## config.mk

```make
export PLATFORM = sky130hd
export DESIGN_NAME = bspm_top
export DESIGN_NICKNAME = d
export VERILOG_FILES = /design/src/bspm_pkg.sv /design/src/bspm_top.sv /design/src/bspm_boot_sel.sv /design/src/bspm_irq_arb.sv
export SDC_FILE = /design/constraint.sdc
export NUM_CORES = 1
export LEC_CHECK = 0
export BUFFER_PORTS_ARGS = -buffer_cell sky130_fd_sc_hd__buf_2
export CORE_MARGIN = 3
export CORE_UTILIZATION = 50
export CTS_BUF_LIST = sky130_fd_sc_hd__clkbuf_8
export DETAILED_ROUTE_END_ITERATION = 10
export GPL_ROUTABILITY_DRIVEN = 0
export PLACE_DENSITY = 0.81
export RECOVER_POWER = 50
export SETUP_SLACK_MARGIN = 0.5
export SLEW_MARGIN = 10
export SYNTH_ARGS = -nofsm -noshare
export SYNTH_HDL_FRONTEND = slang
export SYNTH_SLANG_ARGS = --single-unit
```

## constraint.sdc

```tcl
create_clock -name i_clk -period 4.1 [get_ports i_clk]
set_input_delay 0.615 -clock i_clk [delete_from_list [all_inputs] [get_ports i_clk]]
set_output_delay 0.615 -clock i_clk [all_outputs]
set_load 0.02 [all_outputs]
```

## src/bspm_pkg.sv

```systemverilog
// package for the boot select and power mode block
// assumes a single 100 MHz system clock domain
package bspm_pkg;

	// ----------------------------------------
	// timing
	// ----------------------------------------
	localparam int CLK_PERIOD_NS = 10;
	localparam int WAKE_HOLD_CYCLES = 1024;
	localparam int WAKE_CNT_W = 11;

	// ----------------------------------------
	// addresses and vectors
	// ----------------------------------------
	localparam logic [15:0] ADDR_ZERO = 16'h0000;
	localparam logic [15:0] DEFAULT_BOOT_VEC_RST = 16'h0000;
	localparam int UVEC_LSB_LARGE = 6;
	localparam int UVEC_LSB_SMALL = 5;
	localparam int NUM_IRQ = 7;
	localparam int PRIO_W = 2;
	localparam logic [15:0] VEC_EXT0 = 16'h0003;
	localparam logic [15:0] VEC_WDOG = 16'h0053;
	localparam logic [15:0] VEC_TMR0 = 16'h000b;
	localparam logic [15:0] VEC_EXT1 = 16'h0013;
	localparam logic [15:0] VEC_TMR1 = 16'h001b;
	localparam logic [15:0] VEC_UART = 16'h0023;
	localparam logic [15:0] VEC_TMR2 = 16'h002b;

	// ----------------------------------------
	// power control bits and reset values
	// ----------------------------------------
	localparam int IDLE_BIT_POS = 0;
	localparam int PD_BIT_POS = 1;
	localparam logic [7:0] POWER_CONTROL_REG_RST = 8'h00;
	localparam logic BOOT_CTRL_FACTORY = 1'b1;

	// interrupt source index in service order
	localparam int SRC_EXT0 = 0;
	localparam int SRC_WDOG = 1;
	localparam int SRC_TMR0 = 2;
	localparam int SRC_EXT1 = 3;
	localparam int SRC_TMR1 = 4;
	localparam int SRC_UART = 5;
	localparam int SRC_TMR2 = 6;

	typedef enum logic [2:0] {
		PM_RUN = 3'b001,
		PM_IDLE = 3'b010,
		PM_PDOWN = 3'b100
	} bspm_pmode_t;

	typedef struct packed {
		logic zero_boot_bit;
		logic user_vec_bit;
		logic [7:0] user_vec;
	} bspm_boot_cfg_t;

	typedef struct packed {
		logic valid;
		logic [2:0] src;
		logic [15:0] vector;
	} bspm_irq_sel_t;

endpackage

```

## src/bspm_top.sv

```systemverilog
// boot select, interrupt arbitration and idle / power-down control
// assumes the core honours the halt and service handshakes below
`timescale 1ns/10ps
`default_nettype none

// Behaviour
// - external code select low boots at zero
// - straps sampled at reset release force vector
// - strap status flag set when straps low
// - zero bit, then user bit, else default
// - boot control bits default to one
// - boot bits programmed by flash or host commands
// - user vector placed at bits 13:6 or 12:5
// - seven sources, four priority levels each
// - fixed vector address per source
// - fixed service order within one level
// - power-down wakes only via level external interrupt
// - idle bit halts program counter only
// - registers held during idle
// - idle bit cleared when service starts
// - reset in low power restarts like power-on
// - strobes high in idle, low in power-down
// - power-down stops clock, level interrupts live
// - power-down bit cleared when service starts
// - wake pin held low 1024 cycles
// - state preserved through power-down
module bspm_top
	import bspm_pkg::*;
#(
	parameter bit LARGE_MEM = 1'b1,
	parameter logic [15:0] DEFAULT_BOOT_VEC = DEFAULT_BOOT_VEC_RST
) (
	// clock, reset, enable
	input wire logic i_clk,
	input wire logic i_sys_rst,
	input wire logic i_ce,
	// pins
	input wire logic i_external_code_select_n,
	input wire logic [1:0] i_port1_strap,
	input wire logic i_ext_irq0_pin_n,
	input wire logic i_ext_irq1_pin_n,
	// boot control programming
	input wire logic i_boot_cfg_wr,
	input wire bspm_boot_cfg_t i_boot_cfg_wdata,
	// power control register write
	input wire logic i_power_control_reg_wr,
	input wire logic [7:0] i_power_control_reg_wdata,
	// interrupt flags, enables and priorities
	input wire logic [NUM_IRQ-1:0] i_irq_flag,
	input wire logic [NUM_IRQ-1:0] i_irq_en,
	input wire logic [NUM_IRQ*PRIO_W-1:0] i_irq_prio,
	input wire logic i_global_irq_en,
	input wire logic [1:0] i_ext_irq_edge_mode,
	input wire logic i_irq_ack,
	// boot outputs
	output logic [15:0] o_boot_addr,
	output logic o_boot_valid,
	output logic [7:0] o_flash_config_reg,
	output bspm_boot_cfg_t o_boot_cfg,
	// power outputs
	output logic [7:0] o_power_control_reg,
	output logic o_pc_halt,
	output logic o_clk_stop,
	output logic o_addr_latch_strobe,
	output logic o_program_fetch_strobe_n,
	// interrupt outputs
	output logic o_irq_req,
	output logic [2:0] o_irq_src,
	output logic [15:0] o_irq_vector
);

	// ----------------------------------------
	// state
	// ----------------------------------------
	logic rst_d_ff, nxt_rst_d;
	logic boot_done_ff, nxt_boot_done;
	logic strap_low_ff, nxt_strap_low;
	logic ext_sel_n_ff, nxt_ext_sel_n;
	bspm_boot_cfg_t cfg_ff, nxt_cfg;
	logic [15:0] boot_addr_ff, nxt_boot_addr;
	logic [7:0] power_control_reg_ff, nxt_power_control_reg;
	bspm_pmode_t mode_ff, nxt_mode;
	logic [WAKE_CNT_W-1:0] wake_cnt_ff, nxt_wake_cnt;
	logic [1:0] wake_src_ff, nxt_wake_src;
	logic irq_req_ff, nxt_irq_req;
	logic [2:0] irq_src_ff, nxt_irq_src;
	logic [15:0] irq_vec_ff, nxt_irq_vec;
	logic ale_ff, nxt_ale;
	logic program_fetch_strobe_n_n_ff, nxt_program_fetch_strobe_n_n;
	logic halt_ff, nxt_halt;
	logic cstop_ff, nxt_cstop;

	logic [15:0] sel_addr;
	bspm_irq_sel_t arb_sel;
	logic [NUM_IRQ-1:0] live_req;
	logic [1:0] lvl_wake;

	// ----------------------------------------
	// boot selection
	// ----------------------------------------
	bspm_boot_sel #(
		.LARGE_MEM(LARGE_MEM)
	) u_boot_sel (
		.i_ext_code_sel_n(i_external_code_select_n),
		.i_strap_low(nxt_strap_low),
		.i_cfg(cfg_ff),
		.i_default_vec(DEFAULT_BOOT_VEC),
		.o_boot_addr(sel_addr)
	);

	always_comb begin
		nxt_rst_d = i_sys_rst;
		nxt_boot_done = boot_done_ff;
		nxt_strap_low = strap_low_ff;
		nxt_ext_sel_n = ext_sel_n_ff;
		nxt_boot_addr = boot_addr_ff;
		nxt_cfg = cfg_ff;
		if (i_sys_rst) begin
			nxt_boot_done = 1'b0;
		end else if (rst_d_ff) begin
			// falling edge of reset samples the straps
			nxt_strap_low = (i_port1_strap == 2'b00);
			nxt_ext_sel_n = i_external_code_select_n;
			nxt_boot_addr = sel_addr;
			nxt_boot_done = 1'b1;
		end
		if (i_boot_cfg_wr) begin
			nxt_cfg = i_boot_cfg_wdata;
		end
	end

	always_ff @(posedge i_clk) begin
		if (i_ce) begin
			rst_d_ff <= nxt_rst_d;
			boot_done_ff <= nxt_boot_done;
			strap_low_ff <= nxt_strap_low;
			ext_sel_n_ff <= nxt_ext_sel_n;
			boot_addr_ff <= nxt_boot_addr;
		end
	end

	// boot configuration is nonvolatile: only power-on defaults
	// starts clear so the factory values load on the first reset edges
	logic cfg_init_ff = 1'b0;
	always_ff @(posedge i_clk) begin
		if (i_ce) begin
			if (!cfg_init_ff) begin
				cfg_ff <= '{zero_boot_bit: BOOT_CTRL_FACTORY, user_vec_bit: BOOT_CTRL_FACTORY,
					user_vec: 8'h00};
				cfg_init_ff <= i_sys_rst;
			end else begin
				cfg_ff <= nxt_cfg;
			end
		end
	end

	// ----------------------------------------
	// interrupt arbitration
	// ----------------------------------------
	always_comb begin
		live_req = i_irq_flag & i_irq_en & {NUM_IRQ{i_global_irq_en}};
		lvl_wake[0] = !i_ext_irq0_pin_n && i_irq_en[SRC_EXT0] && !i_ext_irq_edge_mode[0];
		lvl_wake[1] = !i_ext_irq1_pin_n && i_irq_en[SRC_EXT1] && !i_ext_irq_edge_mode[1];
		if (mode_ff == PM_PDOWN) begin
			live_req = '0;
			live_req[SRC_EXT0] = lvl_wake[0] && i_global_irq_en;
			live_req[SRC_EXT1] = lvl_wake[1] && i_global_irq_en;
		end
	end

	bspm_irq_arb u_irq_arb (
		.i_req(live_req),
		.i_prio(i_irq_prio),
		.o_sel(arb_sel)
	);

	// ----------------------------------------
	// power mode control
	// ----------------------------------------
	always_comb begin
		nxt_power_control_reg = power_control_reg_ff;
		nxt_mode = mode_ff;
		nxt_wake_cnt = wake_cnt_ff;
		nxt_wake_src = wake_src_ff;
		nxt_irq_req = irq_req_ff;
		nxt_irq_src = irq_src_ff;
		nxt_irq_vec = irq_vec_ff;
		if (i_irq_ack) begin
			nxt_irq_req = 1'b0;
		end
		case (mode_ff)
			PM_RUN: begin
				if (i_power_control_reg_wr) begin
					nxt_power_control_reg = i_power_control_reg_wdata;
					if (i_power_control_reg_wdata[PD_BIT_POS]) begin
						nxt_mode = PM_PDOWN;
						nxt_wake_cnt = '0;
					end else if (i_power_control_reg_wdata[IDLE_BIT_POS]) begin
						nxt_mode = PM_IDLE;
					end
				end
				if (arb_sel.valid && !irq_req_ff) begin
					nxt_irq_req = 1'b1;
					nxt_irq_src = arb_sel.src;
					nxt_irq_vec = arb_sel.vector;
				end
			end
			PM_IDLE: begin
				// registers untouched; service clears only the idle and power-down bits
				if (arb_sel.valid) begin
					nxt_irq_req = 1'b1;
					nxt_irq_src = arb_sel.src;
					nxt_irq_vec = arb_sel.vector;
					nxt_power_control_reg[IDLE_BIT_POS] = 1'b0;
					nxt_power_control_reg[PD_BIT_POS] = 1'b0;
					nxt_mode = PM_RUN;
				end
			end
			PM_PDOWN: begin
				// wake needs the level held for the full count, then release
				if (lvl_wake != 2'b00) begin
					nxt_wake_src = lvl_wake;
					if (wake_cnt_ff != WAKE_CNT_W'(WAKE_HOLD_CYCLES)) begin
						nxt_wake_cnt = wake_cnt_ff + 1'b1;
					end
				end else if (wake_cnt_ff == WAKE_CNT_W'(WAKE_HOLD_CYCLES)) begin
					nxt_irq_req = 1'b1;
					nxt_irq_src = wake_src_ff[0] ? 3'(SRC_EXT0) : 3'(SRC_EXT1);
					nxt_irq_vec = wake_src_ff[0] ? VEC_EXT0 : VEC_EXT1;
					nxt_power_control_reg[PD_BIT_POS] = 1'b0;
					nxt_power_control_reg[IDLE_BIT_POS] = 1'b0;
					nxt_mode = PM_RUN;
					nxt_wake_cnt = '0;
				end else begin
					nxt_wake_cnt = '0;
				end
			end
			default: nxt_mode = PM_RUN;
		endcase
		nxt_ale = (nxt_mode != PM_PDOWN);
		nxt_program_fetch_strobe_n_n = (nxt_mode != PM_PDOWN);
		nxt_halt = (nxt_mode != PM_RUN);
		nxt_cstop = (nxt_mode == PM_PDOWN);
	end

	always_ff @(posedge i_clk) begin
		if (i_sys_rst) begin
			power_control_reg_ff <= POWER_CONTROL_REG_RST;
			mode_ff <= PM_RUN;
			wake_cnt_ff <= '0;
			wake_src_ff <= 2'b00;
			irq_req_ff <= 1'b0;
			irq_src_ff <= 3'h0;
			irq_vec_ff <= 16'h0000;
			ale_ff <= 1'b1;
			program_fetch_strobe_n_n_ff <= 1'b1;
			halt_ff <= 1'b0;
			cstop_ff <= 1'b0;
		end else if (i_ce) begin
			power_control_reg_ff <= nxt_power_control_reg;
			mode_ff <= nxt_mode;
			wake_cnt_ff <= nxt_wake_cnt;
			wake_src_ff <= nxt_wake_src;
			irq_req_ff <= nxt_irq_req;
			irq_src_ff <= nxt_irq_src;
			irq_vec_ff <= nxt_irq_vec;
			ale_ff <= nxt_ale;
			program_fetch_strobe_n_n_ff <= nxt_program_fetch_strobe_n_n;
			halt_ff <= nxt_halt;
			cstop_ff <= nxt_cstop;
		end
	end

	// ----------------------------------------
	// outputs
	// ----------------------------------------
	always_comb begin
		o_boot_addr = boot_addr_ff;
		o_boot_valid = boot_done_ff;
		o_flash_config_reg = {1'b0, strap_low_ff, 6'h00};
		o_boot_cfg = cfg_ff;
		o_power_control_reg = power_control_reg_ff;
		o_pc_halt = halt_ff;
		o_clk_stop = cstop_ff;
		o_addr_latch_strobe = ale_ff;
		o_program_fetch_strobe_n = program_fetch_strobe_n_n_ff;
		o_irq_req = irq_req_ff;
		o_irq_src = irq_src_ff;
		o_irq_vector = irq_vec_ff;
	end

endmodule
`default_nettype wire

```

## src/bspm_boot_sel.sv

```systemverilog
// boot start address selection
// assumes strap and config inputs are stable when sampled
`timescale 1ns/10ps
`default_nettype none
module bspm_boot_sel
	import bspm_pkg::*;
#(
	parameter bit LARGE_MEM = 1'b1
) (
	// selection inputs
	input wire logic i_ext_code_sel_n,
	input wire logic i_strap_low,
	input wire bspm_boot_cfg_t i_cfg,
	input wire logic [15:0] i_default_vec,
	// result
	output logic [15:0] o_boot_addr
);

	logic [15:0] user_addr;

	always_comb begin
		user_addr = 16'h0000;
		if (LARGE_MEM) begin
			user_addr[UVEC_LSB_LARGE +: 8] = i_cfg.user_vec;
		end else begin
			user_addr[UVEC_LSB_SMALL +: 8] = i_cfg.user_vec;
		end
	end

	always_comb begin
		if (!i_ext_code_sel_n) begin
			o_boot_addr = ADDR_ZERO;
		end else if (i_strap_low) begin
			o_boot_addr = i_cfg.user_vec_bit ? i_default_vec : user_addr;
		end else if (!i_cfg.zero_boot_bit) begin
			o_boot_addr = ADDR_ZERO;
		end else if (!i_cfg.user_vec_bit) begin
			o_boot_addr = user_addr;
		end else begin
			o_boot_addr = i_default_vec;
		end
	end

endmodule
`default_nettype wire

```

## src/bspm_irq_arb.sv

```systemverilog
// fixed order interrupt arbiter over four priority levels
// assumes request and enable inputs already qualified by the caller
`timescale 1ns/10ps
`default_nettype none
module bspm_irq_arb
	import bspm_pkg::*;
(
	// requests
	input wire logic [NUM_IRQ-1:0] i_req,
	input wire logic [NUM_IRQ*PRIO_W-1:0] i_prio,
	// selection
	output bspm_irq_sel_t o_sel
);

	function automatic logic [15:0] vec_of(input logic [2:0] s);
		case (s)
			3'd0: vec_of = VEC_EXT0;
			3'd1: vec_of = VEC_WDOG;
			3'd2: vec_of = VEC_TMR0;
			3'd3: vec_of = VEC_EXT1;
			3'd4: vec_of = VEC_TMR1;
			3'd5: vec_of = VEC_UART;
			3'd6: vec_of = VEC_TMR2;
			default: vec_of = ADDR_ZERO;
		endcase
	endfunction

	// highest level first, then lowest index within a level
	always_comb begin
		o_sel = '0;
		for (int lvl = 3; lvl >= 0; lvl--) begin
			for (int s = NUM_IRQ-1; s >= 0; s--) begin
				if (!o_sel.valid && i_req[s] && (i_prio[s*PRIO_W +: PRIO_W] == lvl[PRIO_W-1:0])) begin
					o_sel.src = s[2:0];
				end
			end
			if (!o_sel.valid) begin
				for (int s = 0; s < NUM_IRQ; s++) begin
					if (i_req[s] && (i_prio[s*PRIO_W +: PRIO_W] == lvl[PRIO_W-1:0])) begin
						o_sel.valid = 1'b1;
					end
				end
			end
		end
		o_sel.vector = vec_of(o_sel.src);
	end

endmodule
`default_nettype wire

```

-- After elaboration in Yosys (flattened, before gate mapping)
Cells that the tools add are included.
- output and inout port bits: 67
- register bits: 76
- word-level logic and storage cells: 275
- bits of input ports: 60
- bitwise logic cells: 3
- mux-type cells: 103
- equal/unequal tests: 43
- $add $sub $neg: 1
- reductions and logical operators: 106
- operators by type and width (kind ; count):
    $mux 3 ; 38
    $mux 16 ; 6
    $logic_and 1x1->1 ; 77
    $pmux 7 s7 ; 1
    $pmux 16 s3 ; 1
    $mux 11 ; 4
    $mux 1 ; 39
    $eq 2x2->1 const B ; 14
    $pmux 11 s2 ; 1
    $pmux 3 s3 ; 2
    $logic_not 2->1 ; 8
    $eq 3x3->1 const B ; 5
    $and 7x7->7 ; 2
    $eq 2x1->1 const B ; 7
    $mux 14 ; 1
    $ne 2x2->1 const B ; 6
    $reduce_and 6->1 ; 2
    $add 11x1->11 const B ; 1
    $eq 11x11->1 const B ; 1
    $ne 11x11->1 const B ; 1
    $mux 10 ; 1
    $mux 2 ; 5
    $eq 3x2->1 const B ; 3
    $reduce_and 3->1 ; 3
    other kinds (16) ; 27

-- Longest topological paths before layout
- word-level depth: 41
- mapped depth: 12
- mapped depth without buffers: 9

-- By module
A second synthesis with hierarchy kept.
- cells, all modules: 460
- area total of the unflattened synthesis: 4325.4 µm²
- modules (own cells, without submodules) (module ; times used ; sequential area each (µm²) ; cells each ; area each (µm²)):
    bspm_top ; 1 ; 1821.7 ; 302 ; 3218.1
    bspm_irq_arb ; 1 ; 0.0 ; 131 ; 909.6
    bspm_boot_sel ; 1 ; 0.0 ; 27 ; 197.7

-- Worst setup path after synthesis
Ideal clock, no wire load.
- path kind: in2reg
- from: input port i_global_irq_en
- to: register irq_vec_ff[4] (netlist: o_irq_vector[4])
- setup slack: 1441 ps
- buffers on the path: 1
- cell stages on the path: 9
- data required time: 3978 ps
- arrival time: 2537 ps
- library setup time: 122 ps
- cells stage by stage: buf_2 nand3_1 or4b_2 o21a_1 o221a_2 o22ai_1 a2bb2oi_2 and2_4 o311a_1
- cells in the longest elaborated chain, start to end: 38
- elaborated cells between the ends (all ways): 151
- those cells by class: 8 x eq/ne; 64 x mux; 1 x bitwise; 78 x reduce/logical
- ends and longest elaborated chain (what ; RTL line ; RTL):
    from (decl) ; bspm_top.sv:52 ; input wire logic i_global_irq_en,
    $and 7x7->7 / $logic_and 1x1->1 (equally long branches) ; bspm_top.sv:161, bspm_top.sv:166 ;
    $mux 7 (*) ; bspm_top.sv:164 ; if (mode_ff == PM_PDOWN) begin
    $logic_and 1x1->1 ; bspm_irq_arb.sv:33, bspm_irq_arb.sv:39 ;
    $mux 1 (7 in series) ; bspm_irq_arb.sv:39 ; if (i_req[s] && (i_prio[s*PRIO_W +: PRIO_W] == lvl[PRIO_W-1:0])) begin
    $logic_not 1->1 ; bspm_irq_arb.sv:33 ; if (!o_sel.valid && i_req[s] && (i_prio[s*PRIO_W +: PRIO_W] == lvl[PRIO_W-1:0])) begin
    $logic_and 1x1->1 (2 in series) ; bspm_irq_arb.sv:33 ;
    $mux 3 (21 in series) ; bspm_irq_arb.sv:33 ;
    $eq 3x3->1, or another cell as far along ; bspm_irq_arb.sv:16 ; case (s)
    $pmux 7 s7 ; bspm_irq_arb.sv:16 ;
    $mux 16 (on tied branches) ; bspm_top.sv:210, bspm_top.sv:202 ;
    $pmux 16 s3 ; bspm_top.sv:191 ; case (mode_ff)
    to (signal assigned) ; bspm_top.sv:266 ; irq_vec_ff <= nxt_irq_vec;
    to (decl) ; bspm_top.sv:87 ; logic [15:0] irq_vec_ff, nxt_irq_vec;
Every way passes the cells marked *; elsewhere a longest branch is shown, timed or not. The select of a mux whose other input is x is not followed.
A chain may end at the register's enable or synchronous reset.

-- Final worst setup path
- from: register mode_ff[2]
- to: register irq_vec_ff[4] (netlist: o_irq_vector[4])
- cells in the longest elaborated chain, start to end: 38
- elaborated cells between the ends (all ways): 154
- those cells by class: 13 x eq/ne; 64 x mux; 77 x reduce/logical
- ends and longest elaborated chain (what ; RTL line ; RTL):
    from (decl) ; bspm_top.sv:82 ; bspm_pmode_t mode_ff, nxt_mode;
    from (signal assigned) ; bspm_top.sv:261 ; mode_ff <= nxt_mode;
    $eq 3x3->1 ; bspm_top.sv:164, bspm_top.sv:191 ;
    $mux 7 ; bspm_top.sv:164 ;
    $logic_and 1x1->1 ; bspm_irq_arb.sv:33, bspm_irq_arb.sv:39 ;
    $mux 1 (7 in series) ; bspm_irq_arb.sv:39 ;
    $logic_not 1->1 ; bspm_irq_arb.sv:33 ;
    $logic_and 1x1->1 (2 in series) ; bspm_irq_arb.sv:33 ;
    $mux 3 (21 in series) ; bspm_irq_arb.sv:33 ;
    $eq 3x3->1, or another cell as far along ; bspm_irq_arb.sv:16 ;
    $pmux 7 s7 ; bspm_irq_arb.sv:16 ;
    $mux 16 (on tied branches) ; bspm_top.sv:210, bspm_top.sv:202 ;
    $pmux 16 s3 ; bspm_top.sv:191 ;
Several ways; a longest one is shown, not always the timed one. The select of a mux whose other input is x is not followed.

==> reports/results.tsv <==
stage	metric	value	unit
clocking	Post-CTS Hold Fix Bufs	0	
drt	WL per Instance	13.7	µm
drt	DRT iter0 DRCs	128	
clocking	TritonCTS clock tree	done	
layout	share of cells above drive strength 1	0.224	
clocking	Max clock buf depth	2	
worst_setup_path	flop2flop setup slack	0.96	ns
layout	Top reg by flops	wake_cnt_ff	
layout	flip-flop and latch area	1360	µm²
yosys	largest family of logic cells by synthesized area	simple AND/OR/NAND/NOR gates	
grt	largest net degree at the start of global routing	25	
worst_setup_path	Critical Setup Path Class	reg -> reg	
drt	DRT antenna net count	0	
pwr	worst vdd ir	0.367	mV
drt	DRC errors left	0	
yosys	synthesized area	3490	µm²
worst_setup_path	CP arrival	3.36	ns
clocking	CTS Root Cell	clkbuf_8	
timing	unrepaired setup endpoints after global routing	no	
layout	Antenna diodes	0	
grt	Total Routing Usage GR	0.202	
timing	final hold vios	0	
floorplanning	io pins	127	
yosys	Synth Area in Adders	0.00717	
worst_setup_path	crit path launch type	register	
clocking	H-tree levels	3	
status	status	complete, no violations	
grt	vias in the first global route	2874	
yosys	XOR/XNOR Fraction of Synth Area	0.0176	
yosys	Avg Cell Area, Syn	8.99	µm²
worst_setup_path	CP max FO	14	
yosys	cell count after synthesis	388	
timing	Max-slew headroom	0.301	
worst_setup_path	crit path capture type	register	
run	maxcap violations	0	
pwr	LEAKAGE	1.70	nW
layout	most frequent cells in the layout	67 x buf_2, 39 x nor2_1, 35 x clkbuf_1, 35 x dfxtp_1, 32 x nand2_1	
timing	clk_skew	0.00847	ns
yosys	Seq/Total Area, Yosys	0.390	
layout	Design Area, Final	4100	µm²
clocking	CTS Buf Count	9	
drt	Post-Route WL	7.99	mm
timing	Fin Setup TNS	0	ns
layout	area delta synth->final	17.5	%
timing	min cycle time layout	3.14	ns
yosys	Post-synth EDFFs	22	
worst_setup_path	worst endpoint required time	4.32	ns
layout	max reg flops	11	
layout	# nets final	548	
layout	fillers	608	
drt	Initial DRT Pass Iterations	5	
yosys	Async SR Flop Fraction	0	
layout	area of the multi-input gates	1890	µm²
floorplanning	Die H	89.5	µm
timing	Slew Limit Fails	0	
yosys	Main synth FF type	dfxtp_1	
grt	initial antenna violation count	0	
pwr	total power	1.45	mW
timing	Final period util	0.767	
layout	non-filler cells, final	584	
place	PortBufs	101	
yosys	Synth Area in Compound Gates	0.173	
yosys	Warnings, synthesis	0	
yosys	Post-Synth Simple-Gate Area	0.282	
floorplanning	die width	89.5	µm
layout	Core Util, Final	0.624	
clocking	clk slew on worst S/H paths	0.07	ns
floorplanning	initial core utilization	0.531	
timing	hold slack final	0.473	ns
drt	via count	3112	
place	placed cell count	568	
grt	first-pass GRT wire length	12.6	mm
floorplanning	Core Box Area	6570	µm²
timing	Worst Max-Slew Pin Slew	1.05	ns
yosys	post-synthesis register bit count	57	
floorplanning	die area	8010	µm²
timing	Setup WS post-layout	0.955	ns
place	pre-CTS setup slack	0.800	ns
layout	commonest non-fill, non-tap cell in the layout	buf_2	
pwr	pwr/cell area	355	nW/µm²
place	Post-DP Area	3930	µm²
place	hpwl dp	6.25	mm
clocking	clock sink total	57	
drt	vias per std cell	5.33	
grt	total gr overflow	0	
clocking	worst skew pair latency	0.33	ns
yosys	mux contribution to synthesized area	0.0373	
yosys	Synth cell types	73	
worst_hold_path	HP Class	reg -> reg	
floorplanning	Rows	29	
timing	Finish-stage setup viols	0	
timing	maximum clock rate	318	MHz
## cell type report
| cell class | instances | area share |
|---|---|---|
| inverters | 11 | 0.0101 |
| flip-flops and latches | 57 | 0.332 |
| multi-input cells | 304 | 0.462 |
| repair buffers | 103 | 0.116 |
| clock buffers | 9 | 0.0302 |
| well taps | 93 | 0.0284 |
| clock inverters | 7 | 0.0211 |
## report_power, final
part           internal (mW)  switching (mW)
Combinational         0.0949           0.171
Sequential             0.616          0.0145
Clock                  0.337           0.222
Total                   1.05           0.408
## worst paths after layout
path / startpoint / depth (start not counted) / to
min reg2reg: o_pc_halt / 1 / o_pc_halt
max: mode_ff[2] / 8 / o_irq_vector[4]
max reg2reg: mode_ff[2] / 8 / o_irq_vector[4]
min: o_pc_halt / 1 / o_pc_halt
## cells by family after synthesis
| family | after synthesis |
|---|---|
| AO/OA/AOI/OAI | 86 |
| multiplexers | 10 |
| AND/OR/NAND/NOR | 174 |
| other | 1 |
| adder cells (fa/ha/maj) | 2 |
| XOR/XNOR | 7 |
| buffers and inverters | 51 |
| flip-flops | 57 |
## worst max-delay path, cell delays in order (launching register included)
cell and delay (ns):
dfxtp_1 0.40, or3b_2 0.69, mux2_4 0.40, o31a_1 0.30, nand2_1 0.12, nor3_2 0.07
a21oi_2 0.45, o21ai_1 0.20, o311a_1 0.39
## cell usage after synthesis, types with 2 or more instances
cell | count | area [µm²]
a21oi_1 | 22 | 110
a21oi_2 | 2 | 17.5
a31oi_1 | 7 | 43.8
and2_1 | 17 | 106
and2_4 | 2 | 17.5
and3_1 | 4 | 25.0
buf_2 | 3 | 15.0
buf_4 | 28 | 210
buf_6 | 3 | 33.8
clkbuf_1 | 6 | 22.5
dfxtp_1 | 35 | 701
edfxtp_1 | 22 | 661
ha_1 | 2 | 25.0
inv_1 | 10 | 37.5
mux2i_1 | 7 | 70.1
mux2i_4 | 2 | 45.0
nand2_1 | 32 | 120
nand2b_1 | 7 | 43.8
nand3_1 | 12 | 60.1
nand3_2 | 4 | 40.0
nand4_1 | 7 | 43.8
nand4b_1 | 3 | 26.3
nand4bb_1 | 2 | 22.5
nor2_1 | 39 | 146
nor2b_1 | 2 | 12.5
nor3_1 | 10 | 50.1
nor3_2 | 2 | 20.0
nor3b_1 | 9 | 67.6
nor4_1 | 4 | 25.0
nor4b_1 | 3 | 26.3
o211ai_1 | 2 | 15.0
o21a_1 | 4 | 30.0
o21ai_0 | 17 | 85.1
o21ai_1 | 3 | 15.0
o311a_1 | 2 | 20.0
o31a_1 | 2 | 17.5
o31ai_1 | 4 | 30.0
or2_2 | 3 | 18.8
or3_1 | 4 | 25.0
xor2_1 | 6 | 52.6
## per-layer routing
metal,GRT usage,wire length (µm),share of wire
met1,0.245,3280,0.41
met3,0.0654,693,0.087
met4,0.0568,111,0.014
met5,0,0,0
met2,0.342,3900,0.49
## repair_timing
action / CTS / global route
setup endpoints to repair: 0 / 1
setup buffers: 0 / 0
resized for setup: 0 / 1
No activity file was read; power rests on OpenSTA's default activity.
